--- config.mk ---
export PLATFORM = sky130hd
export DESIGN_NAME = ldc_core
export DESIGN_NICKNAME = d
export VERILOG_FILES = /design/src/ldc_pkg.sv /design/src/ldc_core.sv
export SDC_FILE = /design/constraint.sdc
export NUM_CORES = 1
export LEC_CHECK = 0
export ABC_AREA = 1
export BUFFER_PORTS_ARGS = -buffer_cell sky130_fd_sc_hd__buf_4
export CAP_MARGIN = 15
export CORE_ASPECT_RATIO = 0.8
export CORE_MARGIN = 5
export CORE_UTILIZATION = 60
export DETAILED_ROUTE_END_ITERATION = 8
export GPL_ROUTABILITY_DRIVEN = 0
export PLACE_DENSITY = 0.81
export SETUP_SLACK_MARGIN = 0.15
export SYNTH_ARGS = -nofsm -noshare
export SYNTH_HDL_FRONTEND = slang
export SYNTH_SLANG_ARGS = --single-unit
--- constraint.sdc ---
create_clock -name i_mclk -period 3 [get_ports i_mclk]
set_input_delay 0.3 -clock i_mclk [delete_from_list [all_inputs] [get_ports i_mclk]]
set_output_delay 0.3 -clock i_mclk [all_outputs]
set_load 0.1 [all_outputs]
--- src/ldc_pkg.sv ---
/*
 * ldc_pkg: constants and carrier types for the two-channel led dimming and soft-start block.
 * assumes a 20 mhz main clock and a plain single-cycle register port.
 */
package ldc_pkg;
    // ********************************
    // timing
    // ********************************
    localparam int CLK_PERIOD_PS = 50000;
    localparam int BLANK_LONG_PS = 150000;
    localparam int BLANK_SHORT_PS = 75000;
    // least times: round up
    localparam int BLANK_LONG_CYC = (BLANK_LONG_PS + CLK_PERIOD_PS - 1) / CLK_PERIOD_PS;
    localparam int BLANK_SHORT_CYC = (BLANK_SHORT_PS + CLK_PERIOD_PS - 1) / CLK_PERIOD_PS;
    localparam logic [3:0] BLANK_LONG_CNT = 4'(BLANK_LONG_CYC);
    localparam logic [3:0] BLANK_SHORT_CNT = 4'(BLANK_SHORT_CYC);

    // ********************************
    // register map (byte offsets)
    // ********************************
    localparam logic [7:0] ADDR_CFG = 8'h00;
    localparam logic [7:0] ADDR_CH_BASE = 8'h10;
    localparam logic [7:0] ADDR_CH_STRIDE = 8'h20;
    localparam logic [7:0] OFS_CHCFG = 8'h00;
    localparam logic [7:0] OFS_LIMIT = 8'h04;
    localparam logic [7:0] OFS_SETPT = 8'h08;
    localparam logic [7:0] OFS_DUTYH = 8'h0c;
    localparam logic [7:0] OFS_DUTYL = 8'h10;
    localparam logic [7:0] OFS_STATUS = 8'h14;

    // global config bits
    localparam int CFG_INTDIM = 0;
    localparam int CFG_PHASE = 1;
    localparam int CFG_TWOPH = 2;
    localparam int CFG_CV = 3;
    localparam int CFG_DIV_LSB = 4;
    // channel config bits
    localparam int CH_EN = 0;
    localparam int CH_BLANK = 1;
    localparam int CH_FETEN = 2;
    localparam int CH_SLOPE_LSB = 4;
    localparam int CH_SS_LSB = 8;

    localparam logic [7:0] CFG_RST = 8'h00;
    localparam logic [15:0] CHCFG_RST = 16'h0104;
    localparam logic [7:0] LIMIT_RST = 8'hff;
    localparam logic [7:0] SETPT_RST = 8'h00;
    localparam logic [7:0] SETPT_OFF_MAX = 8'h08;
    localparam logic [7:0] LIMIT_DIM_LOW = 8'hb3; // fixed ~700 mV code on the limit dac scale
    localparam logic [9:0] DIM_LOAD_CNT = 10'h3fe;
    localparam logic [9:0] DIM_HALF = 10'h200;
    localparam logic [7:0] RAMP_TOP = 8'hff;

    typedef enum logic [1:0] {
        SS_IDLE = 2'b00,
        SS_RAMP = 2'b01,
        SS_DONE = 2'b10
    } ldc_ss_e;

    typedef struct packed {
        logic [7:0] addr;
        logic [15:0] wdata;
        logic wr;
        logic rd;
    } ldc_bus_s;

    typedef struct packed {
        logic gate;
        logic fet_on;
        logic comp_conn;
        logic blank;
        logic [7:0] limit_code;
        logic [2:0] slope;
        logic [7:0] setpoint;
        logic fb_select_cv;
        logic [7:0] ramp;
    } ldc_chout_s;
endpackage

--- src/ldc_core.sv ---
/*
 * ldc_core: two-channel dimming counters, drive gating, blanking, current-limit select and soft start.
 * assumes the switching clock strobes, dimming pins and comparators come from outside and are synchronised here.
 */
// Chosen here: the placing of the registers and the strobed register port.
`timescale 1ns/1ps
//
// Notes on behaviour
// - blank current sense 150 ns or 75 ns at each cycle start, per-channel bit.
// - limit threshold is programmed setting while dimming high, fixed 700 mV while low.
// - sensed current over threshold ends gate and series-fet drive at once.
// - per-channel slope compensation field with seven levels.
// - constant-current mode regulates amplified led sense to 8-bit setpoint dac.
// - codes 9 to 255 give output; code 8 or below switches channel off.
// - constant-voltage mode regulates feedback pin with same code range and off rule.
// - internal dimming enable gives each channel a 10-bit counter, duty in two bytes.
// - high byte write is staged; low byte write makes both pending.
// - pending duty loads into compare only at count 1022.
// - dimming clock is main clock divided by 3-bit code; 001 is two; period 1024.
// - phase bit 0 runs channels 180 degrees apart, 1 in phase.
// - dimming low turns channel off, detaches compensation, holds fet off.
// - dimming rise re-enables drives; compensation reconnects once sense exceeds comp.
// - floating external dimming input reads low, disabling channel when internal off.
// - series-fet drive follows dimming and stays off when its enable is zero.
// - soft start steps 8-bit ramp from 0 to 255.
// - ramp counter clock is switching clock divided by soft-start factor plus one.
// - ramp begins only once the dimming signal is high.
// - ramp holds while dimming low and resumes from held value.
// - two-phase internal dimming uses the first channel's counter for both.
module ldc_core
    import ldc_pkg::*;
(
    input wire logic i_mclk,
    input wire logic i_sys_rst,
    input wire ldc_bus_s i_bus,
    output logic [15:0] o_rdata,
    input wire logic [1:0] i_sw_cycle_start,
    input wire logic [1:0] i_ext_dim,
    input wire logic [1:0] i_over_limit,
    input wire logic [1:0] i_sense_above_comp,
    output ldc_chout_s [1:0] o_ch
);
    // ********************************
    // input synchronisers
    // ********************************
    logic [1:0] cyc_m_q, cyc_s_q, cyc_p_q, dim_m_q, dim_s_q, lim_m_q, lim_s_q, cmp_m_q, cmp_s_q;
    always_ff @(posedge i_mclk) begin
        if (i_sys_rst) begin
            cyc_m_q <= 2'h0;
            cyc_s_q <= 2'h0;
            cyc_p_q <= 2'h0;
            dim_m_q <= 2'h0;
            dim_s_q <= 2'h0;
            lim_m_q <= 2'h0;
            lim_s_q <= 2'h0;
            cmp_m_q <= 2'h0;
            cmp_s_q <= 2'h0;
        end else begin
            cyc_m_q <= i_sw_cycle_start;
            cyc_s_q <= cyc_m_q;
            cyc_p_q <= cyc_s_q;
            dim_m_q <= i_ext_dim;
            dim_s_q <= dim_m_q;
            lim_m_q <= i_over_limit;
            lim_s_q <= lim_m_q;
            cmp_m_q <= i_sense_above_comp;
            cmp_s_q <= cmp_m_q;
        end
    end
    logic [1:0] cyc_rise;
    assign cyc_rise = cyc_s_q & ~cyc_p_q;

    // ********************************
    // registers
    // ********************************
    logic [7:0] cfg_q;
    logic [15:0] chcfg_q [2];
    logic [7:0] limit_q [2];
    logic [7:0] setpt_q [2];
    logic [1:0] stage_h_q [2];
    logic [9:0] pend_q [2];
    logic [15:0] rdata_q;
    logic [1:0] dim_ch;
    logic [1:0] ch_on;
    logic [1:0] gate_q, comp_q;
    ldc_ss_e ss_q [2];
    logic [7:0] ramp_q [2];

    always_ff @(posedge i_mclk) begin
        if (i_sys_rst) begin
            cfg_q <= CFG_RST;
        end else if (i_bus.wr && i_bus.addr == ADDR_CFG) begin
            cfg_q <= i_bus.wdata[7:0];
        end
    end

    // ********************************
    // dimming clock divider
    // ********************************
    // code n divides by 2^n; code 0 runs at the main clock
    logic [6:0] div_cnt_q;
    logic dim_tick;
    logic [2:0] div_code;
    assign div_code = cfg_q[CFG_DIV_LSB +: 3];
    always_ff @(posedge i_mclk) begin
        if (i_sys_rst) begin
            div_cnt_q <= 7'h00;
        end else begin
            div_cnt_q <= dim_tick ? 7'h00 : div_cnt_q + 7'h01;
        end
    end
    assign dim_tick = ({1'b0, div_cnt_q} == 8'((8'h01 << div_code) - 8'h01));

    // ********************************
    // per-channel logic
    // ********************************
    logic [9:0] dcnt_q [2];
    logic [9:0] act_q [2];
    logic [1:0] idim;
    genvar g;
    generate
        for (g = 0; g < 2; g++) begin : gen_ch
            localparam logic [7:0] BASE = 8'(ADDR_CH_BASE + g * ADDR_CH_STRIDE);
            logic sel_w;
            logic [3:0] blank_q;
            logic [7:0] ss_div_q;
            logic ss_tick;
            assign sel_w = i_bus.wr;

            always_ff @(posedge i_mclk) begin
                if (i_sys_rst) begin
                    chcfg_q[g] <= CHCFG_RST;
                    limit_q[g] <= LIMIT_RST;
                    setpt_q[g] <= SETPT_RST;
                    stage_h_q[g] <= 2'h0;
                    pend_q[g] <= 10'h000;
                end else if (sel_w) begin
                    if (i_bus.addr == BASE + OFS_CHCFG) chcfg_q[g] <= i_bus.wdata;
                    if (i_bus.addr == BASE + OFS_LIMIT) limit_q[g] <= i_bus.wdata[7:0];
                    if (i_bus.addr == BASE + OFS_SETPT) setpt_q[g] <= i_bus.wdata[7:0];
                    if (i_bus.addr == BASE + OFS_DUTYH) stage_h_q[g] <= i_bus.wdata[1:0];
                    if (i_bus.addr == BASE + OFS_DUTYL) pend_q[g] <= {stage_h_q[g], i_bus.wdata[7:0]};
                end
            end

            // counter; second channel starts half a period late unless in phase
            always_ff @(posedge i_mclk) begin
                if (i_sys_rst) begin
                    dcnt_q[g] <= (g == 1) ? DIM_HALF : 10'h000;
                    act_q[g] <= 10'h000;
                end else begin
                    if (g == 1 && cfg_q[CFG_PHASE] && dcnt_q[1] != dcnt_q[0]) begin
                        dcnt_q[g] <= dcnt_q[0] + {9'h000, dim_tick};
                    end else if (g == 1 && !cfg_q[CFG_PHASE] && dcnt_q[1] != dcnt_q[0] + DIM_HALF) begin
                        dcnt_q[g] <= dcnt_q[0] + DIM_HALF + {9'h000, dim_tick};
                    end else if (dim_tick) begin
                        dcnt_q[g] <= dcnt_q[g] + 10'h001;
                    end
                    if (dim_tick && dcnt_q[g] == DIM_LOAD_CNT) begin
                        act_q[g] <= pend_q[g];
                    end
                end
            end
            assign idim[g] = dcnt_q[g] < act_q[g];

            // blanking timer
            always_ff @(posedge i_mclk) begin
                if (i_sys_rst) begin
                    blank_q <= 4'h0;
                end else if (cyc_rise[g]) begin
                    blank_q <= chcfg_q[g][CH_BLANK] ? BLANK_SHORT_CNT : BLANK_LONG_CNT;
                end else if (blank_q != 4'h0) begin
                    blank_q <= blank_q - 4'h1;
                end
            end

            // gate: set at cycle start, ended by current limit or dimming low
            always_ff @(posedge i_mclk) begin
                if (i_sys_rst) begin
                    gate_q[g] <= 1'b0;
                    comp_q[g] <= 1'b0;
                end else begin
                    if (!ch_on[g] || !dim_ch[g]) begin
                        gate_q[g] <= 1'b0;
                    end else if (cyc_rise[g]) begin
                        gate_q[g] <= 1'b1;
                    end else if (lim_s_q[g] && blank_q == 4'h0) begin
                        gate_q[g] <= 1'b0;
                    end
                    if (!dim_ch[g]) begin
                        comp_q[g] <= 1'b0;
                    end else if (cmp_s_q[g]) begin
                        comp_q[g] <= 1'b1;
                    end
                end
            end

            // soft start
            always_ff @(posedge i_mclk) begin
                if (i_sys_rst) begin
                    ss_div_q <= 8'h00;
                end else if (cyc_rise[g]) begin
                    ss_div_q <= ss_tick ? 8'h00 : ss_div_q + 8'h01;
                end
            end
            assign ss_tick = cyc_rise[g] && ss_div_q == chcfg_q[g][CH_SS_LSB +: 8];
            always_ff @(posedge i_mclk) begin
                if (i_sys_rst || !ch_on[g]) begin
                    ss_q[g] <= SS_IDLE;
                    ramp_q[g] <= 8'h00;
                end else begin
                    case (ss_q[g])
                        SS_IDLE: begin
                            if (dim_ch[g]) ss_q[g] <= SS_RAMP;
                        end
                        SS_RAMP: begin
                            if (ramp_q[g] == RAMP_TOP) begin
                                ss_q[g] <= SS_DONE;
                            end else if (ss_tick && dim_ch[g]) begin
                                ramp_q[g] <= ramp_q[g] + 8'h01;
                            end
                        end
                        SS_DONE: ss_q[g] <= SS_DONE;
                        default: ss_q[g] <= SS_IDLE;
                    endcase
                end
            end

            assign ch_on[g] = chcfg_q[g][CH_EN] && setpt_q[g] > SETPT_OFF_MAX;
            // drive outputs: gate and fet cut combinationally by the synced limit so no extra cycle is lost
            assign o_ch[g].gate = gate_q[g] && !(lim_s_q[g] && blank_q == 4'h0);
            assign o_ch[g].fet_on = chcfg_q[g][CH_FETEN] && dim_ch[g] && ch_on[g]
                && !(lim_s_q[g] && blank_q == 4'h0);
            assign o_ch[g].comp_conn = comp_q[g];
            assign o_ch[g].blank = blank_q != 4'h0;
            assign o_ch[g].limit_code = dim_ch[g] ? limit_q[g] : LIMIT_DIM_LOW;
            assign o_ch[g].slope = chcfg_q[g][CH_SLOPE_LSB +: 3] == 3'h0 ? 3'h1 : chcfg_q[g][CH_SLOPE_LSB +: 3];
            assign o_ch[g].setpoint = setpt_q[g];
            assign o_ch[g].fb_select_cv = cfg_q[CFG_CV];
            assign o_ch[g].ramp = ramp_q[g];
        end
    endgenerate

    // dimming source per channel; two-phase shares the first counter
    assign dim_ch[0] = cfg_q[CFG_INTDIM] ? idim[0] : dim_s_q[0];
    assign dim_ch[1] = cfg_q[CFG_INTDIM] ? (cfg_q[CFG_TWOPH] ? idim[0] : idim[1]) : dim_s_q[1];

    // ********************************
    // read port
    // ********************************
    always_ff @(posedge i_mclk) begin
        if (i_sys_rst) begin
            rdata_q <= 16'h0000;
        end else if (i_bus.rd) begin
            case (i_bus.addr)
                ADDR_CFG: rdata_q <= {8'h00, cfg_q};
                ADDR_CH_BASE + OFS_CHCFG: rdata_q <= chcfg_q[0];
                ADDR_CH_BASE + OFS_LIMIT: rdata_q <= {8'h00, limit_q[0]};
                ADDR_CH_BASE + OFS_SETPT: rdata_q <= {8'h00, setpt_q[0]};
                ADDR_CH_BASE + OFS_DUTYH: rdata_q <= {14'h0000, pend_q[0][9:8]};
                ADDR_CH_BASE + OFS_DUTYL: rdata_q <= {8'h00, pend_q[0][7:0]};
                ADDR_CH_BASE + OFS_STATUS: rdata_q <= {ramp_q[0], 3'h0, ss_q[0], dim_ch[0], gate_q[0], comp_q[0]};
                ADDR_CH_BASE + ADDR_CH_STRIDE + OFS_CHCFG: rdata_q <= chcfg_q[1];
                ADDR_CH_BASE + ADDR_CH_STRIDE + OFS_LIMIT: rdata_q <= {8'h00, limit_q[1]};
                ADDR_CH_BASE + ADDR_CH_STRIDE + OFS_SETPT: rdata_q <= {8'h00, setpt_q[1]};
                ADDR_CH_BASE + ADDR_CH_STRIDE + OFS_DUTYH: rdata_q <= {14'h0000, pend_q[1][9:8]};
                ADDR_CH_BASE + ADDR_CH_STRIDE + OFS_DUTYL: rdata_q <= {8'h00, pend_q[1][7:0]};
                ADDR_CH_BASE + ADDR_CH_STRIDE + OFS_STATUS: rdata_q <= {ramp_q[1], 3'h0, ss_q[1], dim_ch[1], gate_q[1], comp_q[1]};
                default: rdata_q <= 16'h0000;
            endcase
        end else begin
            rdata_q <= 16'h0000;
        end
    end
    assign o_rdata = rdata_q;

    // ********************************
    // checks
    // ********************************
    a_duty_load_point: assert property (@(posedge i_mclk) disable iff (i_sys_rst)
        $changed(act_q[0]) |-> $past(dcnt_q[0]) == DIM_LOAD_CNT) else $error("duty loaded off 1022");
    a_dim_start: assert property (@(posedge i_mclk) disable iff (i_sys_rst)
        cfg_q[CFG_INTDIM] && dcnt_q[0] == 10'h000 && act_q[0] != 10'h000 |-> dim_ch[0])
        else $error("dim low at period start");
    a_phase_same: assert property (@(posedge i_mclk) disable iff (i_sys_rst)
        cfg_q[CFG_PHASE] |=> dcnt_q[1] == dcnt_q[0]) else $error("counters not in phase");
    a_phase_apart: assert property (@(posedge i_mclk) disable iff (i_sys_rst)
        !cfg_q[CFG_PHASE] |=> dcnt_q[1] == 10'(dcnt_q[0] + DIM_HALF)) else $error("counters not apart");
    a_limit_cuts: assert property (@(posedge i_mclk) disable iff (i_sys_rst)
        lim_s_q[0] && !o_ch[0].blank |-> !o_ch[0].gate && !o_ch[0].fet_on) else $error("limit not obeyed");
    a_limit_low: assert property (@(posedge i_mclk) disable iff (i_sys_rst)
        !dim_ch[0] |-> o_ch[0].limit_code == LIMIT_DIM_LOW) else $error("low limit wrong");
    a_off_code: assert property (@(posedge i_mclk) disable iff (i_sys_rst)
        setpt_q[0] <= SETPT_OFF_MAX |=> !gate_q[0]) else $error("channel not off");
    a_dim_off: assert property (@(posedge i_mclk) disable iff (i_sys_rst)
        !dim_ch[0] |=> !gate_q[0] && !comp_q[0]) else $error("dim low not off");
    a_ramp_hold: assert property (@(posedge i_mclk) disable iff (i_sys_rst)
        !dim_ch[0] && ch_on[0] |=> $stable(ramp_q[0])) else $error("ramp moved");
    a_ramp_start: assert property (@(posedge i_mclk) disable iff (i_sys_rst)
        ss_q[0] == SS_IDLE && !dim_ch[0] && ch_on[0] |=> ss_q[0] == SS_IDLE) else $error("ramp early");
    a_fet_enable: assert property (@(posedge i_mclk) disable iff (i_sys_rst)
        !chcfg_q[0][CH_FETEN] |-> !o_ch[0].fet_on) else $error("fet on while disabled");
    a_blank_len: assert property (@(posedge i_mclk) disable iff (i_sys_rst)
        cyc_rise[0] && !chcfg_q[0][CH_BLANK] |=> o_ch[0].blank [*3]) else $error("blank too short");
endmodule

# Yosys cells after proc, flatten, opt, wreduce, memory -nomap -nowiden
# Memory sizes are Yosys's and may differ from the RTL's.
# Index checks and enable logic that the tools add are counted.
# W data, S select, Z words.
dict set report totals {
  regBits 77
  mem_bits_rw 148
  in_bits 36
  output_inout_bits 80
  wordCells 306
  n_memories 9
}
dict set report op_classes {
  addsub 13
  magnitude_cmp 4
  n_eq_ne 25
  n_shift 1
  muxes 150
  bitwise 31
  reduce_logical 53
}
# name depth word_bits read_ports rd_clocked_by_memory_dff wr line
set memory_table {}
lappend memory_table {chcfg_q 2 16 2 0 2 ldc_core.sv:77} ;# logic [15:0] chcfg_q [2];
lappend memory_table {act_q 2 10 2 0 2 ldc_core.sv:118} ;# logic [9:0] act_q [2];
lappend memory_table {dcnt_q 2 10 2 0 2 ldc_core.sv:117} ;# logic [9:0] dcnt_q [2];
lappend memory_table {pend_q 2 10 2 0 2 ldc_core.sv:81} ;# logic [9:0] pend_q [2];
lappend memory_table {limit_q 2 8 2 0 2 ldc_core.sv:78} ;# logic [7:0] limit_q [2];
lappend memory_table {ramp_q 2 8 2 0 2 ldc_core.sv:87} ;# logic [7:0] ramp_q [2];
lappend memory_table {{3 more memories} - - - - - -}
# cell n
set ops {}
lappend ops {{$pmux W16 S13} 1}
lappend ops {{$mux W1} 113}
lappend ops {{$mux W10} 8}
lappend ops {{$mux W8} 10}
lappend ops {{$eq A8 B6 Y1 const B} 6}
lappend ops {{$add A8 B1 Y8 const B} 4}
lappend ops {{$eq A8 B5 Y1 const B} 4}
lappend ops {{$mux W16} 2}
lappend ops {{$or A1 B1 Y1} 26}
lappend ops {{$logic_and A1 B1 Y1} 21}
lappend ops {{$add A10 B1 Y10} 2}
lappend ops {{$add A10 B1 Y10 const B} 2}
lappend ops {{$eq A10 B10 Y1 const B} 2}
lappend ops {{$lt A10 B10 Y1} 2}
lappend ops {{$mux W2} 10}
lappend ops {{$ne A10 B10 Y1} 2}
lappend ops {{$eq A8 B7 Y1 const B} 2}
lappend ops {{$eq A8 B8 Y1} 2}
lappend ops {{$eq A8 B8 Y1 const B} 2}
lappend ops {{$gt A8 B4 Y1 const B} 2}
lappend ops {{$mux W4} 4}
lappend ops {{$reduce_or A2 Y1} 6}
lappend ops {{$add A10 B10 Y10 const B} 1}
lappend ops {{$eq A7 B8 Y1} 1}
lappend ops {{other kinds (19)} 42}

# Depth between registers and ports, before layout
# Gate-level depths: netlist of the first run.
dict set report depth {
  word_depth 11
  mapped_depth 21
  mapped_depth_nobuf 20
}

# Worst setup path after synthesis of the first run
# OpenSTA, ideal clock, no wires.
dict set report synth_path {
  kind {register to output}
  from {register gen_ch[1].blank_q[0]}
  to {output o_ch[62] (netlist bit)}
  t_arrival_ns 3.693
  required_time_ns 2.700
  slack_ns -0.993
  stages_incl_launch_ff 8
  path_buffers 0
  path_cell_list {dfxtp_1 -> inv_1 -> ha_1 -> nand3_1 -> inv_1 -> nand2_1 -> nand2_1 -> nor3_1}
}
# element line
set synth_rtl {}
lappend synth_rtl {{from (decl)} ldc_core.sv:125} ;# logic [3:0] blank_q;
lappend synth_rtl {{from (signal assigned)} ldc_core.sv:171} ;# blank_q <= chcfg_q[g][CH_BLANK] ? BLANK_SHORT_CNT : BLANK_LONG_CNT;
lappend synth_rtl {{from (signal assigned)} ldc_core.sv:173} ;# blank_q <= blank_q - 4'h1;
lappend synth_rtl {{to (decl)} ldc_core.sv:41} ;# output ldc_chout_s [1:0] o_ch

==> run summary, run 1 <==
flop and latch count out of synthesis: 225
Initial Util: 0.613
Pwr Density: 589 nW/um^2
Worst-Margin Slew: 0.982 ns
Wirelength per Cell: 18.3 microns
H-tree depth: 1
Ant. Diodes: 0
Die ar.: 22300 sq um
Hold Violations, Final: 0
most frequent cells in the layout: nand2_1, nor2_1, inv_1
CP peak stage delay: 0.47 ns
critical path peak fanout: 10
Mapped Nets: 1456
Non-Filler Instances: 1825
relative slew slack: 0.345
Critical-path top delay cell: edfxtp_1
most common cell after layout, fill and taps aside: nand2_1
CP most frequent cell: nand2_1
Core Util, Final: 0.743
design area: 14100 sq um
Detail Placement HPWL: 24.2 mm
top-level port count: 116
Fin Setup TNS: 0 ns
async set-or-reset flop fraction in the synthesized netlist: 0
leakage power figure: 6.07 nW
final setup margin: 0.150 ns
Area Overhead vs Synth: 21.3%
total track usage: 0.283
critical path type: reg2out
Fillers: 1384
clock slew at reported path FFs: 0.07 ns
final slew viol count: 0
Period minus WS final: 2.85 ns
Seq/Total Area, Yosys: 0.513
Reg2Reg Depth: 20
CTS tree: built
Worst Path Arrival: 2.55 ns
IO buf count: 115
vias per cell: 5.68
FMAX: 0.351 GHz
worst hold stages: 3
DR vias: 10358
wire length of the first global-routing pass: 50.7 mm
Worst setup SP type: flip-flop
failing checks: DRC
worst min path class: in2reg
Die Wd: 166 microns
Critical path buffers and inverters: 2
pre-CTS WS: 0.0375 ns
nets: 1618
Synth Flop Type: edfxtp_1
remaining antenna violation count after routing: 0
vias in the first global route: 9691
RSZ-0062 raised after global routing: true
grt total ovfl: 0
cell row count: 45
Root Driver: clkbuf_16
post-place instance area: 13000 sq um
Max VDD drop: 402 uV
placed cell count: 1764
crit share post-route: 0.950
total of max-cap violations: 0
Required @ worst endpoint: 2.70 ns
Max clock buf depth: 3
Initial DRC Count: 1209
Clock Sinks: 225
CP Depth: 10
Max Clock Skew: 0.0145 ns
Post-synth EDFFs: 148
Clock Latency Late Sink: 0.52 ns
core area: 19000 sq um
Netlist Area Pre-Place: 11700 sq um
Setup-failing EPs final: 0
drt pass-1 iters: 8
CP cell instances: ha_4 > nand2_1 > nor2_2 > nand3_1 > nand4_1 > nand3_4 > nand2_8 > inv_1 > nand2_1 > buf_12
total power: 8.33 mW
Crit. End Element: output pin
outcome: finished with violations
Die Span Y: 135 microns
Synth cell types: 49
CTS Buf Count: 23
DR DRC count: 1
syn_area_per_cell: 8.40 sq um
Ys Warns: 0
layout cells sized above 1: 0.186
initial antenna violation count: 0
hold slack: 0.0279 ns
largest net degree at the start of global routing: 42
final wirelength: 33.4 mm
synthesized instance count: 1388
delay-heaviest family, CP: simple AND/OR/NAND/NOR gates
[worst register-to-register path, cell delays in order (launching register included)]
cell	delay [ns]
dfxtp_4	0.36
inv_4	0.08
nand3_2	0.09
ha_1	0.29
nand2_1	0.07
inv_1	0.03
nor2_1	0.07
nand2_1	0.06
nor2_1	0.08
nand2_1	0.06
nor2_2	0.15
nand2_2	0.13
inv_2	0.10
ha_4	0.15
ha_4	0.13
nand2_1	0.07
nor2_2	0.14
nand2_1	0.08
xor2_1	0.17
nor2_1	0.10
nor2_1	0.06
[sequential cells by signal, indices dropped and copies added, names as in the netlist, 7 cells and up]
name and flops:
chcfg_q 32, act_q 20, dcnt_q 20, pend_q 20, gen_ch.ss_div_q 16, limit_q 16
o_rdata 16, ramp_q 16, setpt_q 16, cfg_q 8, gen_ch.blank_q 8, div_cnt_q 7
[power breakdown]
| group | total [mW] | switching (mW) | internal (mW) |
|---|---|---|---|
| clock | 2.79 | 1.20 | 1.59 |
| combinational | 1.84 | 1.27 | 0.574 |
| sequential | 3.69 | 0.176 | 3.52 |
[cell type report]
| type | instances | area, sq um | share of cell area |
|---|---|---|---|
| multi-input cells | 919 | 4900 | 0.346 |
| inverters | 213 | 807 | 0.0570 |
| flip-flops and latches | 225 | 5990 | 0.423 |
| well taps | 258 | 323 | 0.0228 |
| clock inverters | 7 | 37.5 | 0.00265 |
| repair buffers | 168 | 1400 | 0.0988 |
| clock buffers | 35 | 692 | 0.0489 |
[final timing paths]
path / endpoint / start / slack, ns
setup / recovery: o_ch[53] / dcnt_q[0][7] / 0.15
hold / removal: dim_m_q[1] / i_ext_dim[1] / 0.03
hold reg to reg: dim_s_q[1] / dim_m_q[1] / 0.40
setup reg to reg: dcnt_q[1][8] / cfg_q[5] / 0.29
[Yosys cell counts (all sizes together), types with 3 or more instances]
library cell	n	area share
nand2	276	0.090
xor2	36	0.027
nor3	35	0.018
nand4	18	0.0097
xnor2	20	0.015
buf	17	0.0090
clkinv	8	0.0026
ha	32	0.034
nor2	271	0.094
nor3b	3	0.0028
o211ai	3	0.0019
or2	17	0.0091
a221oi	3	0.0023
a211oi	7	0.0049
a21oi	47	0.021
edfxtp	148	0.38
o21ai	47	0.020
dfxtp	77	0.13
clkbuf	14	0.0045
nor4	4	0.0021
inv	205	0.066
nand3b	8	0.0051
nand3	72	0.035
o22ai	7	0.0038
[routing by layer]
layer  routed length [microns]  global-route usage
met1                     13600               0.402
met5                         0                   0
met2                     14600               0.431
met3                      4190              0.0790
met4                       999              0.0783
[repair_timing]
| item | CTS | global route |
|---|---|---|
| resized for setup | 19 | 45 |
| pin swaps | 4 | 11 |
| endpoints found under the hold margin | 7 | 0 |
| setup endpoints to repair | 18 | 19 |
| setup buffers | 5 | 7 |
| hold buffers | 7 | 0 |
[cell families after synthesis]
| kind of cell | Yosys count | synth area share |
|---|---|---|
| compound gates | 125 | 0.0618 |
| xor+xnor | 56 | 0.0421 |
| fa+ha+maj | 32 | 0.0343 |
| buf+inv | 244 | 0.0823 |
| flops | 225 | 0.513 |
| simple gates | 706 | 0.266 |
Power figures use the tool's default switching activity.
==> inputs of run 2 (changes only) <==
Settings changed: PLACE_DENSITY 0.81 to default, PLACE_DENSITY_LB_ADDON from default to 0.12.
==> run summary, run 2 (synthesized netlist as in run 1, its figures left out) <==
Wirelength per Cell: 18.1 microns (-1.1%)
Crit. End Element: output pin
Pwr Density: 591 nW/um^2 (+0.37%)
Fin Setup TNS: 0 ns (unchanged)
Area Overhead vs Synth: 22.6%
relative slew slack: 0.248 (-0.0969)
Hold EP: dim_m_q[1]
Min-Delay Startpoint: i_ext_dim[1]
outcome: complete, no violations
RR Endpoint: dcnt_q[1][8]
Largest Register: chcfg_q
Worst setup SP type: flip-flop
initial antenna violation count: 0 (unchanged)
clock slew at reported path FFs: 0.07 ns (about the same)
Reg2Reg Setup Slack: 0.30 ns (about the same)
Die Wd: 166 microns (unchanged)
leakage power figure: 6.10 nW (+0.54%)
Hold Violations, Final: 0 (unchanged)
Ant. Diodes: 0 (unchanged)
delay-heaviest family, CP: simple AND/OR/NAND/NOR gates
remaining antenna violation count after routing: 0 (unchanged)
RSZ-0062 raised after global routing: true
CP Depth: 10 (unchanged)
Max Clock Skew: 0.00890 ns (-0.00558 ns)
Max VDD drop: 453 uV (+13%)
vias in the first global route: 9415 (-2.8%)
Required @ worst endpoint: 2.70 ns (about the same)
FMAX: 0.357 GHz (+1.7%)
pre-CTS WS: 0.0625 ns (+0.0250 ns)
worst min path class: in2reg
Detail Placement HPWL: 24.0 mm (-0.78%)
wire length of the first global-routing pass: 50.6 mm (-0.14%)
RR Startpoint: cfg_q[6]
max FFs per register: 32 (unchanged)
core area: 19000 sq um (unchanged)
Critical path buffers and inverters: 2 (unchanged)
Max clock buf depth: 3 (unchanged)
layout cells sized above 1: 0.197 (+0.0116)
CTS tree: built
Worst Path Arrival: 2.50 ns (-0.05 ns)
final setup margin: 0.197 ns (+0.0475 ns)
worst hold stages: 3 (unchanged)
Critical-path top delay cell: edfxtp_1
top-level port count: 116 (unchanged)
IO buf count: 115 (unchanged)
Period minus WS final: 2.80 ns (-0.0475 ns)
DR DRC count: 0 (-1)
CP peak stage delay: 0.48 ns (about the same)
crit share post-route: 0.934 (-0.0158)
final slew viol count: 0 (unchanged)
Initial Util: 0.613 (unchanged)
most frequent cells in the layout: nand2_1, nor2_1, inv_1
CP cell instances: ha_4 > nand2_1 > nor2_2 > nand3_2 > nand4_1 > nand3_4 > nand2_8 > inv_2 > nand2_2 > buf_12
Clock Sinks: 225 (unchanged)
Clock Latency Late Sink: 0.53 ns (about the same)
critical path type: reg2out
CTS Buf Count: 23 (unchanged)
Root Driver: clkbuf_16
H-tree depth: 1 (unchanged)
Initial DRC Count: 1205 (-0.33%)
total track usage: 0.282 (-0.000948)
total power: 8.45 mW (+1.4%)
critical path peak fanout: 6 (-4)
Worst-Margin Slew: 1.12 ns (+0.134 ns)
Setup-failing EPs final: 0 (unchanged)
drt pass-1 iters: 5 (-3)
most common cell after layout, fill and taps aside: nand2_1
Die Span Y: 135 microns (unchanged)
total of max-cap violations: 0 (unchanged)
final wirelength: 33.1 mm (-0.92%)
Reg2Reg Depth: 20 (unchanged)
cell row count: 45 (unchanged)
largest net degree at the start of global routing: 42 (unchanged)
nets: 1622 (+0.25%)
vias per cell: 5.64 (-0.58%)
DR vias: 10320 (-0.37%)
Die ar.: 22300 sq um (unchanged)
grt total ovfl: 0 (unchanged)
## run 2: worst max path at each step
stage / slack [ns] / endpoint / startpoint
2_1_floorplan: -0.15 / o_ch[62] / gen_ch[1].blank_q[0]
3_3_place_gp: 0.20 / dcnt_q[1][8] / cfg_q[5]
3_5_place_dp: 0.06 / dcnt_q[1][8] / cfg_q[5]
4_1_cts: 0.15 / o_ch[52] / dcnt_q[0][5]
5_1_grt: 0.09 / dcnt_q[1][8] / cfg_q[6]
6_report: 0.20 / o_ch[53] / dcnt_q[0][7]
## run 2: area by class of cell
type	instances	area, sq um
fillers	1400	4730
clock buffers	29	628
flip-flops and latches	225	5990
clock inverters	13	146
inverters	213	807
well taps	258	323
repair buffers	171	1420
multi-input cells	920	4980
## run 2: layer usage
layer  wire (microns)  track usage  share of wire
met1            14100        0.419           0.43
met2            14400        0.417           0.44
met3             3560       0.0556           0.11
met4             1060       0.0967          0.032
met5                0            0              0
## run 2: repair_timing
action                                 CTS  global route
gates resized for setup                 14            69
buffers inserted                         7             6
hold buffers                             7             0
pin swaps                                1            27
endpoints found under the hold margin    7             0
gates cloned                             1             0
setup endpoints to repair               21            23
## run 2: stage by stage
| stage | utilization | area (sq um) | hold WS [ns] | instances |
|---|---|---|---|---|
| floorplan | - | 11700 | 0.388 | 1388 |
| global placement | 0.682 | 13000 | 0.389 | 1766 |
| detailed placement | 0.682 | 13000 | 0.393 | 1766 |
| CTS | 0.732 | 13900 | 0.00221 | 1823 |
| global route | 0.751 | 14300 | 0.0582 | 1829 |
| finish | 0.751 | 14300 | 0.0702 | 1829 |
## run 2: power by group
| part | switching, mW | total [mW] | leakage [nW] | internal, mW |
|---|---|---|---|---|
| sequential | 0.169 | 3.69 | 2.15 | 3.52 |
| combinational | 1.24 | 1.81 | 3.58 | 0.573 |
| clock | 1.27 | 2.95 | 0.379 | 1.68 |
| total | 2.67 | 8.45 | 6.10 | 5.77 |
## run 2: worst min-delay path, delay by kind of cell
kind                   cells  cell delay [ns]
buffers and inverters      2             0.20
and+or+nand+nor            1             0.06
==> inputs of run 3 (changes only) <==
Settings changed: REMOVE_ABC_BUFFERS from default to 1.
==> run summary, run 3 (synthesized netlist as in run 1, its figures left out) <==
grt total ovfl: 0 (unchanged)
Reg2Reg Setup Slack: 0.36 ns (+0.06 ns)
relative slew slack: 0.246 (-0.00201)
largest net degree at the start of global routing: 43 (+2.4%)
drt pass-1 iters: 5 (unchanged)
worst min path class: in2reg
Worst Path Arrival: 2.54 ns (+0.04 ns)
CTS tree: built
Root Driver: clkbuf_16
critical path type: reg2out
CP cell instances: ha_1 > nand2_1 > inv_1 > nand2_1 > nand2_1 > nand2_1 > nand4_1 > nand3_4 > nand2_8 > buf_8 > nor3_4 > buf_12
CTS Buf Count: 23 (unchanged)
initial antenna violation count: 0 (unchanged)
wire length of the first global-routing pass: 49.8 mm (-1.5%)
vias per cell: 5.46 (-3.2%)
Worst setup SP type: flip-flop
Max VDD drop: 818 uV (+81%)
RSZ-0062 raised after global routing: true
most common cell after layout, fill and taps aside: nand2_1
FMAX: 0.352 GHz (-1.5%)
Seq pwr share: 0.435 (about the same)
crit share post-route: 0.948 (+0.0140)
Area Overhead vs Synth: 21.7%
Clock Sinks: 225 (unchanged)
final slew viol count: 0 (unchanged)
Required @ worst endpoint: 2.70 ns (about the same)
Hold Violations, Final: 0 (unchanged)
Initial DRC Count: 1227 (+1.8%)
post-place instance area: 12900 sq um (-0.48%)
IO buf count: 115 (unchanged)
top-level port count: 116 (unchanged)
Initial Util: 0.613 (unchanged)
design area: 14200 sq um (-0.68%)
pre-CTS WS: 0.0425 ns (-0.0200 ns)
Pwr Density: 596 nW/um^2 (+0.85%)
Critical-path top delay cell: edfxtp_1
leakage power figure: 6.08 nW (-0.42%)
Combinational Power Share: 0.217 (+0.003)
vias in the first global route: 9398 (-0.18%)
Setup-failing EPs final: 0 (unchanged)
Ant. Diodes: 0 (unchanged)
cell row count: 45 (unchanged)
outcome: complete, no violations
Clock Latency Late Sink: 0.53 ns (about the same)
DR DRC count: 0 (unchanged)
DR vias: 9986 (-3.2%)
final setup margin: 0.155 ns (-0.0419 ns)
delay-heaviest family, CP: simple AND/OR/NAND/NOR gates
Period minus WS final: 2.84 ns (+0.0419 ns)
Max Clock Skew: 0.0190 ns (+0.0101 ns)
Clk network pwr share: 0.348 (about the same)
critical path peak fanout: 7 (+1)
total track usage: 0.278 (-0.00455)
Worst-Margin Slew: 1.12 ns (+0.00299 ns)
layout cells sized above 1: 0.190 (-0.00688)
final wirelength: 32.0 mm (-3.2%)
remaining antenna violation count after routing: 0 (unchanged)
Crit. End Element: output pin
Die ar.: 22300 sq um (unchanged)
Die Span Y: 135 microns (unchanged)
Sw Ratio: 0.309 (-0.00757)
Max clock buf depth: 3 (unchanged)
CP most frequent cell: nand2_1
Pint: 5.85 mW (+1.3%)
Critical path buffers and inverters: 3 (+1)
Largest Register: chcfg_q
nets: 1623 (+0.062%)
most frequent cells in the layout: nand2_1, nor2_1, inv_1
total power: 8.46 mW (+0.17%)
CP peak stage delay: 0.42 ns (-0.06 ns)
clock slew at reported path FFs: 0.07 ns (about the same)
Net Sw Power: 2.61 mW (-2.2%)
H-tree depth: 1 (unchanged)
Detail Placement HPWL: 23.4 mm (-2.5%)
max FFs per register: 32 (unchanged)
core area: 19000 sq um (unchanged)
Wirelength per Cell: 17.5 microns (-3.1%)
total of max-cap violations: 0 (unchanged)
Die Wd: 166 microns (unchanged)
-- run 3: path summary, 6_finish.rpt --
path / startpoint / end / cells after the start
worst min register to register: cyc_m_q[0] / cyc_s_q[0] / 2
worst max register to register: cfg_q[5] / dcnt_q[1][8] / 19
worst max-delay path: dcnt_q[0][4] / o_ch[62] / 12
worst min-delay path: i_sense_above_comp[1] / cmp_m_q[1] / 3
-- run 3: worst min-delay path, cell delays in order --
cell	delay (ns)
buf_4	0.07
inv_1	0.03
nor2_1	0.07
-- run 3: through the flow --
stage | std cells | TNS, ns | utilization | hold WS [ns]
after floorplan | 1357 | -1.93 | - | 0.369
after global placement | 1759 | 0 | 0.679 | 0.390
after detailed placement | 1759 | 0 | 0.679 | 0.394
after CTS | 1813 | 0 | 0.728 | 0.00221
after global routing | 1828 | 0 | 0.746 | 0.0281
final | 1828 | 0 | 0.746 | 0.00770
-- run 3: cell type report --
| cell class | instances | area (sq um) |
|---|---|---|
| flip-flops and latches | 225 | 5990 |
| inverters | 213 | 805 |
| repair buffers | 173 | 1390 |
| well taps | 258 | 323 |
| clock buffers | 30 | 664 |
| fillers | 1434 | 4830 |
| clock inverters | 10 | 106 |
| multi-input cells | 919 | 4920 |
-- run 3: metal layers --
metal | track usage | up-vias | routed length (microns)
li1 | - | 4804 | -
met3 | 0.0726 | 62 | 4090
met1 | 0.418 | 4583 | 13700
met2 | 0.404 | 537 | 13500
met4 | 0.0664 | 0 | 783
met5 | 0 | - | 0
-- run 3: timing repair --
item                                    CTS  global route
endpoints found under the setup margin   21            20
hold buffers                              4             0
buffers inserted                         10            15
pin swaps                                 2            18
endpoints found under the hold margin     4             0
resized for setup                        17            39
-- run 3: power groups by stage --
stage | logic, mW | clock network (mW) | registers [mW]
after floorplan | 1.06 | 0 | 3.90
after global placement | 1.61 | 0 | 3.77
after detailed placement | 1.65 | 0 | 3.78
after CTS | 1.70 | 2.95 | 3.70
after global routing | 2.00 | 3.09 | 3.70
final | 1.83 | 2.95 | 3.68
